<file path="config.mk">
export PLATFORM = sky130hd
export DESIGN_NAME = dpgpio_top
export DESIGN_NICKNAME = d
export VERILOG_FILES = /design/src/pkg/dpgpio_pkg.sv /design/src/core/dpgpio_top.sv
export VERILOG_INCLUDE_DIRS = /design/src /design/src/pkg
export SDC_FILE = /design/constraint.sdc
export NUM_CORES = 1
export LEC_CHECK = 0
export ABC_CLOCK_PERIOD_IN_PS = 1900
export BUFFER_PORTS_ARGS = -buffer_cell sky130_fd_sc_hd__buf_2
export CAP_MARGIN = 20
export CORE_ASPECT_RATIO = 0.9
export CORE_UTILIZATION = 30
export CTS_BUF_LIST = sky130_fd_sc_hd__clkbuf_8
export CTS_CLUSTER_SIZE = 28
export DETAILED_ROUTE_END_ITERATION = 10
export GPL_TIMING_DRIVEN = 0
export HOLD_SLACK_MARGIN = 0.1
export PLACE_DENSITY = 0.51
export SLEW_MARGIN = 20
export SYNTH_ARGS = -nofsm -noshare
export SYNTH_HDL_FRONTEND = slang
export SYNTH_SLANG_ARGS = --single-unit
</file>
<file path="constraint.sdc">
create_clock -name i_clk -period 1.9 [get_ports i_clk]
set_input_delay 0 -clock i_clk [delete_from_list [all_inputs] [get_ports i_clk]]
set_output_delay 0 -clock i_clk [all_outputs]
set_load 0.005 [all_outputs]
</file>
<file path="src/pkg/dpgpio_defs.svh">
// Register offsets, field positions and reset values of the dual GPIO port
`ifndef DPGPIO_DEFS_SVH
`define DPGPIO_DEFS_SVH

// ============================================================
// Register byte offsets
`define DPGPIO_PORT_A_DATA_OFS       12'h000
`define DPGPIO_PORT_A_DIRECTION_OFS  12'h004
`define DPGPIO_PORT_B_DATA_OFS       12'h008
`define DPGPIO_PORT_B_DIRECTION_OFS  12'h00C
`define DPGPIO_PULLUP_OPTION_OFS     12'h010
`define DPGPIO_EXPANSION_MODE_OFS    12'h014

// ============================================================
// Field positions
`define DPGPIO_PORT_A_PULLUP_BIT     4
`define DPGPIO_PORT_B_PULLUP_BIT     5

// ============================================================
// Reset values
`define DPGPIO_DIRECTION_RST         8'hFF
`define DPGPIO_LATCH_RST             8'h00
`define DPGPIO_PULLUP_RST            8'h00
`define DPGPIO_MODE_RST              4'h0

// ============================================================
// Expansion mode codes
`define DPGPIO_MODE_PORT             4'h0
`define DPGPIO_MODE_BUS_FIRST        4'h3
`define DPGPIO_MODE_BUS_LAST         4'h9
`define DPGPIO_MODE_B_ONE_PAIR       4'h3
`define DPGPIO_MODE_B_TWO_PAIRS      4'h4
`define DPGPIO_MODE_B_THREE_PAIRS    4'h5

`endif

</file>
<file path="src/pkg/dpgpio_pkg.sv">
// Types shared by the dual GPIO port design
`default_nettype none
package dpgpio_pkg;
   typedef logic [7:0] dpgpio_byte_t;
   typedef logic [3:0] dpgpio_mode_t;
   typedef logic [2:0] dpgpio_pairs_t;
endpackage
`default_nettype wire

</file>
<file path="src/core/dpgpio_top.sv">
// Dual 8-bit GPIO port with external bus takeover, APB register slave
`timescale 1ns/1ps
`default_nettype none
`include "dpgpio_defs.svh"

module dpgpio_top
   import dpgpio_pkg::*;
(
   input  wire logic        i_clk,
   input  wire logic        i_rst_b,
   input  wire logic        i_psel,
   input  wire logic        i_penable,
   input  wire logic        i_pwrite,
   input  wire logic [11:0] i_paddr,
   input  wire logic [31:0] i_pwdata,
   output logic      [31:0] o_prdata,
   output logic             o_pready,
   output logic             o_pslverr,
   input  wire logic [7:0]  i_pa_in,
   output logic      [7:0]  o_pa_out,
   output logic      [7:0]  o_pa_oe,
   output logic      [7:0]  o_pa_pullup,
   input  wire logic [7:0]  i_pb_in,
   output logic      [7:0]  o_pb_out,
   output logic      [7:0]  o_pb_oe,
   output logic      [7:0]  o_pb_pullup,
   input  wire logic        i_ext_access,
   input  wire logic        i_ext_ad_oe,
   input  wire logic [7:0]  i_ext_ad_out,
   input  wire logic [7:0]  i_ext_addr_mid,
   output logic      [7:0]  o_ext_ad_in,
   output logic             o_port_a_bus,
   output logic      [7:0]  o_port_b_addr
);

   // ============================================================
   // Registers
   dpgpio_byte_t port_a_latch;
   dpgpio_byte_t port_a_direction;
   dpgpio_byte_t port_b_latch;
   dpgpio_byte_t port_b_direction;
   dpgpio_byte_t pullup_option_low;
   dpgpio_mode_t memory_expansion_mode;

   logic port_a_pullup_enable;
   logic port_b_pullup_enable;
   assign port_a_pullup_enable = pullup_option_low[`DPGPIO_PORT_A_PULLUP_BIT];
   assign port_b_pullup_enable = pullup_option_low[`DPGPIO_PORT_B_PULLUP_BIT];

   // ============================================================
   // APB decode
   logic setup_phase;
   logic wr_done;
   logic sel_a_data;
   logic sel_a_dir;
   logic sel_b_data;
   logic sel_b_dir;
   logic sel_pullup;
   logic sel_mode;
   logic addr_hit;

   assign setup_phase = i_psel & ~i_penable;
   assign wr_done     = i_psel & i_penable & o_pready & i_pwrite & ~o_pslverr;
   assign sel_a_data  = (i_paddr == `DPGPIO_PORT_A_DATA_OFS);
   assign sel_a_dir   = (i_paddr == `DPGPIO_PORT_A_DIRECTION_OFS);
   assign sel_b_data  = (i_paddr == `DPGPIO_PORT_B_DATA_OFS);
   assign sel_b_dir   = (i_paddr == `DPGPIO_PORT_B_DIRECTION_OFS);
   assign sel_pullup  = (i_paddr == `DPGPIO_PULLUP_OPTION_OFS);
   assign sel_mode    = (i_paddr == `DPGPIO_EXPANSION_MODE_OFS);
   assign addr_hit    = sel_a_data | sel_a_dir | sel_b_data | sel_b_dir | sel_pullup | sel_mode;

   // ============================================================
   // Expansion mode decode
   logic          port_a_bus;
   dpgpio_pairs_t port_b_pairs;
   dpgpio_byte_t  port_b_addr;

   always_comb begin
      port_a_bus = (memory_expansion_mode >= `DPGPIO_MODE_BUS_FIRST) &&
                   (memory_expansion_mode <= `DPGPIO_MODE_BUS_LAST);
   end

   always_comb begin
      case (memory_expansion_mode)
         `DPGPIO_MODE_B_ONE_PAIR:    port_b_pairs = 3'h1;
         `DPGPIO_MODE_B_TWO_PAIRS:   port_b_pairs = 3'h2;
         `DPGPIO_MODE_B_THREE_PAIRS: port_b_pairs = 3'h3;
         default:                    port_b_pairs = port_a_bus ? 3'h4 : 3'h0;
      endcase
   end

   // ============================================================
   // Per-bit pin logic
   dpgpio_byte_t next_pa_out;
   dpgpio_byte_t next_pa_oe;
   dpgpio_byte_t next_pa_pullup;
   dpgpio_byte_t next_pb_out;
   dpgpio_byte_t next_pb_oe;
   dpgpio_byte_t next_pb_pullup;
   dpgpio_byte_t port_a_view;
   dpgpio_byte_t port_b_view;

   genvar gi;
   generate
      for (gi = 0; gi < 8; gi = gi + 1) begin : g_bit
         assign port_b_addr[gi] = ((gi / 2) < port_b_pairs);

         assign next_pa_out[gi] = port_a_bus ? i_ext_ad_out[gi] : port_a_latch[gi];
         assign next_pa_oe[gi]  = port_a_bus ? (i_ext_access & i_ext_ad_oe) : ~port_a_direction[gi];

         // Port behaviour as port A, but address pins drive i_ext_addr_mid whenever i_ext_access is high
         assign next_pb_out[gi] = port_b_addr[gi] ? i_ext_addr_mid[gi] : port_b_latch[gi];
         assign next_pb_oe[gi]  = port_b_addr[gi] ? i_ext_access : ~port_b_direction[gi];

         assign next_pa_pullup[gi] = port_a_pullup_enable & port_a_direction[gi];
         assign next_pb_pullup[gi] = port_b_pullup_enable & port_b_direction[gi];

         assign port_a_view[gi] = port_a_direction[gi] ? i_pa_in[gi] : port_a_latch[gi];
         assign port_b_view[gi] = port_b_direction[gi] ? i_pb_in[gi] : port_b_latch[gi];
      end
   endgenerate

   // ============================================================
   // Output latches
   // Hold until next write
   // Write all bits regardless of direction
   always_ff @(posedge i_clk) begin
      if (!i_rst_b) begin
         port_a_latch <= `DPGPIO_LATCH_RST;
      end else if (wr_done && sel_a_data) begin
         port_a_latch <= i_pwdata[7:0];
      end
   end

   always_ff @(posedge i_clk) begin
      if (!i_rst_b) begin
         port_b_latch <= `DPGPIO_LATCH_RST;
      end else if (wr_done && sel_b_data) begin
         port_b_latch <= i_pwdata[7:0];
      end
   end

   // ============================================================
   // Direction registers
   // Reset to all inputs
   always_ff @(posedge i_clk) begin
      if (!i_rst_b) begin
         port_a_direction <= `DPGPIO_DIRECTION_RST;
      end else if (wr_done && sel_a_dir) begin
         port_a_direction <= i_pwdata[7:0];
      end
   end

   always_ff @(posedge i_clk) begin
      if (!i_rst_b) begin
         port_b_direction <= `DPGPIO_DIRECTION_RST;
      end else if (wr_done && sel_b_dir) begin
         port_b_direction <= i_pwdata[7:0];
      end
   end

   // ============================================================
   // Pull-up option and expansion mode
   always_ff @(posedge i_clk) begin
      if (!i_rst_b) begin
         pullup_option_low <= `DPGPIO_PULLUP_RST;
      end else if (wr_done && sel_pullup) begin
         pullup_option_low <= i_pwdata[7:0];
      end
   end

   always_ff @(posedge i_clk) begin
      if (!i_rst_b) begin
         memory_expansion_mode <= `DPGPIO_MODE_RST;
      end else if (wr_done && sel_mode) begin
         memory_expansion_mode <= i_pwdata[3:0];
      end
   end

   // ============================================================
   // APB answer
   // One wait-free access phase; read data caught at setup
   always_ff @(posedge i_clk) begin
      if (!i_rst_b) begin
         o_pready <= 1'b0;
      end else begin
         o_pready <= setup_phase;
      end
   end

   always_ff @(posedge i_clk) begin
      if (!i_rst_b) begin
         o_pslverr <= 1'b0;
      end else begin
         o_pslverr <= setup_phase & ~addr_hit;
      end
   end

   always_ff @(posedge i_clk) begin
      if (!i_rst_b) begin
         o_prdata <= 32'h0000_0000;
      end else if (setup_phase && !i_pwrite) begin
         case (1'b1)
            sel_a_data: o_prdata <= {24'h00_0000, port_a_view};
            sel_a_dir:  o_prdata <= {24'h00_0000, port_a_direction};
            sel_b_data: o_prdata <= {24'h00_0000, port_b_view};
            sel_b_dir:  o_prdata <= {24'h00_0000, port_b_direction};
            sel_pullup: o_prdata <= {24'h00_0000, pullup_option_low};
            sel_mode:   o_prdata <= {28'h000_0000, memory_expansion_mode};
            default:    o_prdata <= 32'h0000_0000;
         endcase
      end
   end

   // ============================================================
   // Pin outputs, registered
   // Buffers off and pulls off in reset
   always_ff @(posedge i_clk) begin
      if (!i_rst_b) begin
         o_pa_out    <= `DPGPIO_LATCH_RST;
         o_pa_oe     <= 8'h00;
         o_pa_pullup <= 8'h00;
      end else begin
         o_pa_out    <= next_pa_out;
         o_pa_oe     <= next_pa_oe;
         o_pa_pullup <= next_pa_pullup;
      end
   end

   always_ff @(posedge i_clk) begin
      if (!i_rst_b) begin
         o_pb_out    <= `DPGPIO_LATCH_RST;
         o_pb_oe     <= 8'h00;
         o_pb_pullup <= 8'h00;
      end else begin
         o_pb_out    <= next_pb_out;
         o_pb_oe     <= next_pb_oe;
         o_pb_pullup <= next_pb_pullup;
      end
   end

   // ============================================================
   // Status toward the external bus logic
   always_ff @(posedge i_clk) begin
      if (!i_rst_b) begin
         o_ext_ad_in   <= 8'h00;
         o_port_a_bus  <= 1'b0;
         o_port_b_addr <= 8'h00;
      end else begin
         o_ext_ad_in   <= i_pa_in;
         o_port_a_bus  <= port_a_bus;
         o_port_b_addr <= port_b_addr;
      end
   end

endmodule

`default_nettype wire

</file>
* Yosys cells after proc, flatten, opt, wreduce, memory -nomap -nowiden *
Cells that the tools add are included.

word-level totals
  bits in registers = 142
  bits in latches = 0
  bits in writable memories = 0
  memory bits (read-only) = 0
  input bits = 83
  memories = 0

cells by class
  add/subtract/negate cells = 0
  multipliers = 0
  div/mod/pow operators = 0
  $lt $le $gt $ge = 6
  equality and inequality tests = 8
  shift-type cells = 0
  multiplexer cells = 56
  bitwise gates (word level) = 47
  reductions and logical operators = 10

operators by type and width
  cell                                                                                 count
  1-bit 2-to-1 mux                                                                     48
  8-bit 2-to-1 mux                                                                     5
  12-bit by 4-bit == test with 1-bit output, second input constant                     2
  12-bit by 5-bit == test with 1-bit output, second input constant                     2
  1-bit bitwise AND                                                                    23
  1-bit NOT                                                                            19
  12-bit by 3-bit == test with 1-bit output, second input constant                     1
  12-bit zero test                                                                     1
  3-bit case mux with 3 select lines                                                   1
  4-bit by 3-bit == test with 1-bit output, second input constant                      2
  1-bit logical AND                                                                    8
  1-bit by 3-bit less-than comparator with 1-bit output, first input constant          2
  2-bit by 3-bit less-than comparator with 1-bit output, first input constant          2
  1-bit bitwise OR                                                                     5
  4-bit by 2-bit == test with 1-bit output, second input constant                      1
  4-bit by 2-bit greater-or-equal comparator with 1-bit output, second input constant  1
  4-bit <= comparator, second input constant                                           1
  4-bit 2-to-1 mux                                                                     1
  3-bit 2-to-1 mux                                                                     1
  1-bit zero test                                                                      1

* Logic depth before layout (Yosys ltp) *
  depth in word-level cells = 8
  gate-level depth with buffers = 6

* Least setup slack after synthesis *
No wires, ideal clock.

  path type = register to register
  start = register memory_expansion_mode[3]
  end = register o_pa_out[0]
  setup time = 0.116 ns
  arrival time = 1.799 ns
  data required time = 1.784 ns
  slack = -0.016 ns
  stages on the path, launching flop included = 6
  path buffers = 1
  clock period less this slack = 1.916 ns
  cell sequence = dfxtp_1 > or3b_2 > o21ai_1 > clkbuf_1 > mux2i_1 > nor2b_1

on the way
  longest elaborated chain between the ends = 3

RTL lines
  item                                                                                                           line               RTL
  from (decl)                                                                                                    dpgpio_top.sv:43   dpgpio_mode_t memory_expansion_mode;
  from (signal assigned)                                                                                         dpgpio_top.sv:174  memory_expansion_mode <= `DPGPIO_MODE_RST;
  from (signal assigned)                                                                                         dpgpio_top.sv:176  memory_expansion_mode <= i_pwdata[3:0];
  4-bit by 2-bit greater-or-equal comparator with 1-bit output (no line) or 4-bit <= comparator (tied branches)  n/a
  1-bit logical AND (*)                                                                                          dpgpio_top.sv:79   port_a_bus = (memory_expansion_mode >= `DPGPIO_MODE_BUS_FIRST) &&
  1-bit 2-to-1 mux (*)                                                                                           dpgpio_top.sv:108  assign next_pa_out[gi] = port_a_bus ? i_ext_ad_out[gi] : port_a_latch[gi];
  to (signal assigned)                                                                                           dpgpio_top.sv:220  o_pa_out <= `DPGPIO_LATCH_RST;
  to (signal assigned)                                                                                           dpgpio_top.sv:224  o_pa_out <= next_pa_out;
  to (decl)                                                                                                      dpgpio_top.sv:20   output logic [7:0] o_pa_out,

Mark *: on every way between the ends. The rest lies on a longest branch, timed or not.
A chain may end at the register's enable or synchronous reset.

* Worst setup path in the final report *
  start = register o_pslverr
  end = register port_b_direction[7]

on the way
  longest elaborated chain between the ends = 3

RTL lines
  item                    line               RTL
  from (decl)             dpgpio_top.sv:18   output logic o_pslverr,
  from (signal assigned)  dpgpio_top.sv:195  o_pslverr <= setup_phase & ~addr_hit;
  1-bit NOT               dpgpio_top.sv:63   assign wr_done = i_psel & i_penable & o_pready & i_pwrite & ~o_pslverr;
  1-bit bitwise AND       dpgpio_top.sv:63
  1-bit logical AND       dpgpio_top.sv:157  end else if (wr_done && sel_b_dir) begin
  to (signal assigned)    dpgpio_top.sv:156  port_b_direction <= `DPGPIO_DIRECTION_RST;
  to (signal assigned)    dpgpio_top.sv:158  port_b_direction <= i_pwdata[7:0];
  to (decl)               dpgpio_top.sv:41   dpgpio_byte_t port_b_direction;

No other way between the ends.

==> out/qor.yml <==
outcome: "complete, no violations"
clockBufferDepth: 2
dieHeight_um: 124
crit_path_max_fanout: 8
grt_pass1_wl_um: 23700
start_util_pct: 30.6
fin_worst_skew_ns: 0.0148
io_pins: 182
tightest_slew_ns: 1.01
synth_warnings: 0
grt_usage_pct: 19.9
critPathMaxStageDelay_ns: 0.48
clock_sinks: 115
yosysSeqAreaShare_pct: 46.8
peakVddDrop_mv: 0.470
start_kind: "register"
post-dp-hpwl_um: 12400
stdcell_count: 956
rsz0062_at_grt: "false"
cts_root_buf: "clkbuf_8"
min-delay-start: "i_pb_in[4]"
cts_tree: "built"
clock_latency_ns: 0.45
syn-cell-area_um2: 4920
worstSetupPathType: "reg -> reg"
hold_path_class: "in -> reg"
vias: 4505
max_freq_mhz: 549
io_buffer_count: 131
cp_num_buf_inv: 2
rrSetupSlack_ns: 0.08
antenna_left: 0
slowest_stage: "or4_4"
num_antenna_cells: 0
wl_um: 16700
finalNetCount: 819
r2r_cells: 6
tns_ns: 0
p_leak_nw: 3.04
holdPathStages: 5
crit_top_cell: "buf_6"
period_share_pct: 95.8
cpLargestDelayFamily: "simple AND/OR/NAND/NOR gates"
place_inst: 879
gp_congestion: 0.877
grt_pass1_vias: 4094
drv_slew: 0
drtIter0Drc: 258
die-area_um2: 16900
drive_gt1_share_pct: 28.3
regToRegStartpoint: "o_pslverr$_SDFF_PN0_"
drc_errors: 0
holdPathEnd: "o_prdata[4]$_SDFFE_PN0P_"
area.growth.synth_to_final_pct: 39.3
ys_ff_latch: 115
slew_headroom_pct: 31.8
postLayoutCoreUtil_pct: 42.6
grt_max_degree: 17
critPathArrivalTime_ns: 2.15
power_density_nw_per_um2: 756
firstDrtPassIters: 5
clk_pin_slew_ns: 0.07
worstReg2RegEnd: "port_b_direction[7]$_SDFFE_PN1P_"
coreArea_um2: 16100
filler_cell_count: 1576
antenna_found_initial: 0
die_x_um: 137
period_needed_ns: 1.82
finalSetupViolCount: 0
hold_viol_final: 0
synth_cells: 518
synth.avg_cell_area_um2: 9.50
overflow: 0
ctsHtreeMaxLevel: 4
synth.distinct_cells: 45
vias_per_cell: 4.71
wl_per_cell_um: 17.4
cp.required_ns: 2.23
cts_buffers: 17
placementRows: 44
endpoint_kind: "register"
cap_violations: 0
worstPathCellList: "nand2b_1, or4_4, buf_6, or3_1, buf_6, mux2i_1"
metal layers:
metal	GRT usage (%)	routed length (um)
met3	4.67	1090
met5	0	0
met2	31.9	7560
met4	7.55	438
met1	25.9	7590
layout make-up:
class                      instances  area (um^2)  share of cell area (%)
timing repair buffer             177         1130                    16.4
multi-input combinational        360         2380                    34.7
inverter                           4         15.0                   0.219
buffer                            61          368                    5.37
tap                              207          259                    3.78
clock inverter                    13          144                    2.10
clock buffer                      19          262                    3.82
sequential                       115         2300                    33.6
per-stage QoR:
step | cell area, um^2 | power (mW) | hold WS, ns | setup slack, ns
after floorplan | 5020 | 2.66 | 0.103 | 0.00326
after global placement | 5930 | 2.82 | 0.224 | -0.361
after detailed placement | 5930 | 2.82 | 0.230 | -0.375
after CTS | 6800 | 5.22 | 0.128 | 0.0226
after global routing | 6850 | 5.37 | 0.164 | 0.00819
final | 6850 | 5.18 | 0.167 | 0.0789
report_power, final:
group	internal (mW)	switching, mW	total [mW]
Clock	1.34	1.00	2.34
Sequential	2.42	0.00414	2.43
Combinational	0.206	0.207	0.413
Total	3.97	1.21	5.18
what timing repair did:
item                                    CTS  global route
endpoints found under the hold margin    88             8
pin swaps                                 1             1
resized for setup                         7             8
buffers inserted                          0             1
hold buffers                             44             1
endpoints found under the setup margin   28            26
kinds of logic (layout without fill, tap and decap cells):
| group | Yosys count | after routing | share of synthesized area (%) |
|---|---|---|---|
| AOI/OAI and AO/OA | 106 | 106 | 14.5 |
| buffers and inverters | 66 | 274 | 7.37 |
| DFF | 115 | 115 | 46.8 |
| muxes | 51 | 51 | 10.6 |
| other | 1 | 24 | 0.0762 |
| and+or+nand+nor | 179 | 179 | 20.7 |
worst max path at each step:
stage,start,to,slack [ns],depth (start not counted)
after floorplan,i_paddr[11],port_b_latch[0]$_SDFFE_PN0P_,0.003,6
after global placement,i_paddr[11],port_b_latch[0]$_SDFFE_PN0P_,-0.36,7
after detailed placement,memory_expansion_mode[3]$_SDFFE_PN0P_,o_pa_out[1]$_SDFF_PN0_,-0.38,5
after CTS,o_pslverr$_SDFF_PN0_,port_b_latch[5]$_SDFFE_PN0P_,0.02,6
after global routing,o_pslverr$_SDFF_PN0_,port_b_latch[5]$_SDFFE_PN0P_,0.008,6
final,o_pslverr$_SDFF_PN0_,port_b_direction[7]$_SDFFE_PN1P_,0.08,6
cell usage after synthesis, drive strengths merged:
cell type / count / area share [%]
a211oi: 4 / 0.61
a21boi: 21 / 3.2
a21o: 1 / 0.15
a21oi: 6 / 0.61
a221oi: 11 / 2.0
a31oi: 1 / 0.13
a32oi: 1 / 0.18
and2: 18 / 2.3
and3: 18 / 2.3
and3b: 1 / 0.18
buf: 32 / 4.8
clkbuf: 30 / 2.3
conb: 1 / 0.076
dfxtp: 115 / 47
inv: 4 / 0.31
mux2: 7 / 1.6
mux2i: 44 / 8.9
nand2: 21 / 1.6
nand2b: 9 / 1.1
nand3: 28 / 2.8
nand3b: 2 / 0.31
nand4: 1 / 0.13
nor2: 18 / 1.4
nor2b: 45 / 5.7
nor3: 3 / 0.53
nor3b: 3 / 0.46
nor4: 2 / 0.25
nor4b: 1 / 0.18
o2111ai: 1 / 0.18
o211ai: 3 / 0.46
o21a: 14 / 2.1
o21ai: 35 / 3.6
o311ai: 3 / 0.53
o31ai: 5 / 0.76
or2: 1 / 0.13
or3: 2 / 0.25
or3b: 3 / 0.53
or4: 3 / 0.53
registers in the layout (all words and copies together) (netlist names):
signal	count
o_pa_oe	8
o_pb_pullup	8
o_pslverr	1
o_pa_out	8
o_pready	1
port_b_direction	8
o_ext_ad_in	8
memory_expansion_mode	4
o_prdata	8
port_a_latch	8
o_pa_pullup	8
o_port_b_addr	4
pullup_option_low	8
o_pb_oe	8
port_a_direction	8
o_port_a_bus	1
o_pb_out	8
port_b_latch	8
worst min-delay path, cell delays in order:
cell and delay [ns]:
buf_2 0.11, mux2i_1 0.15, a32oi_1 0.08, o2111ai_1 0.14, o31ai_1 0.09
cell usage in the layout, fill, tap and decap left out, drive strengths merged, types with 9 or more instances in the layout:
cell type,instances
nor2,18
o21ai,35
mux2i,44
conb,24
nand3,28
nor2b,45
nand2,21
dfxtp,115
clkbuf,46
and2,18
nand2b,9
dlygate4sd3,45
a221oi,11
a21boi,21
and3,18
buf,166
o21a,14
No activity file was read; power rests on OpenSTA's default activity.
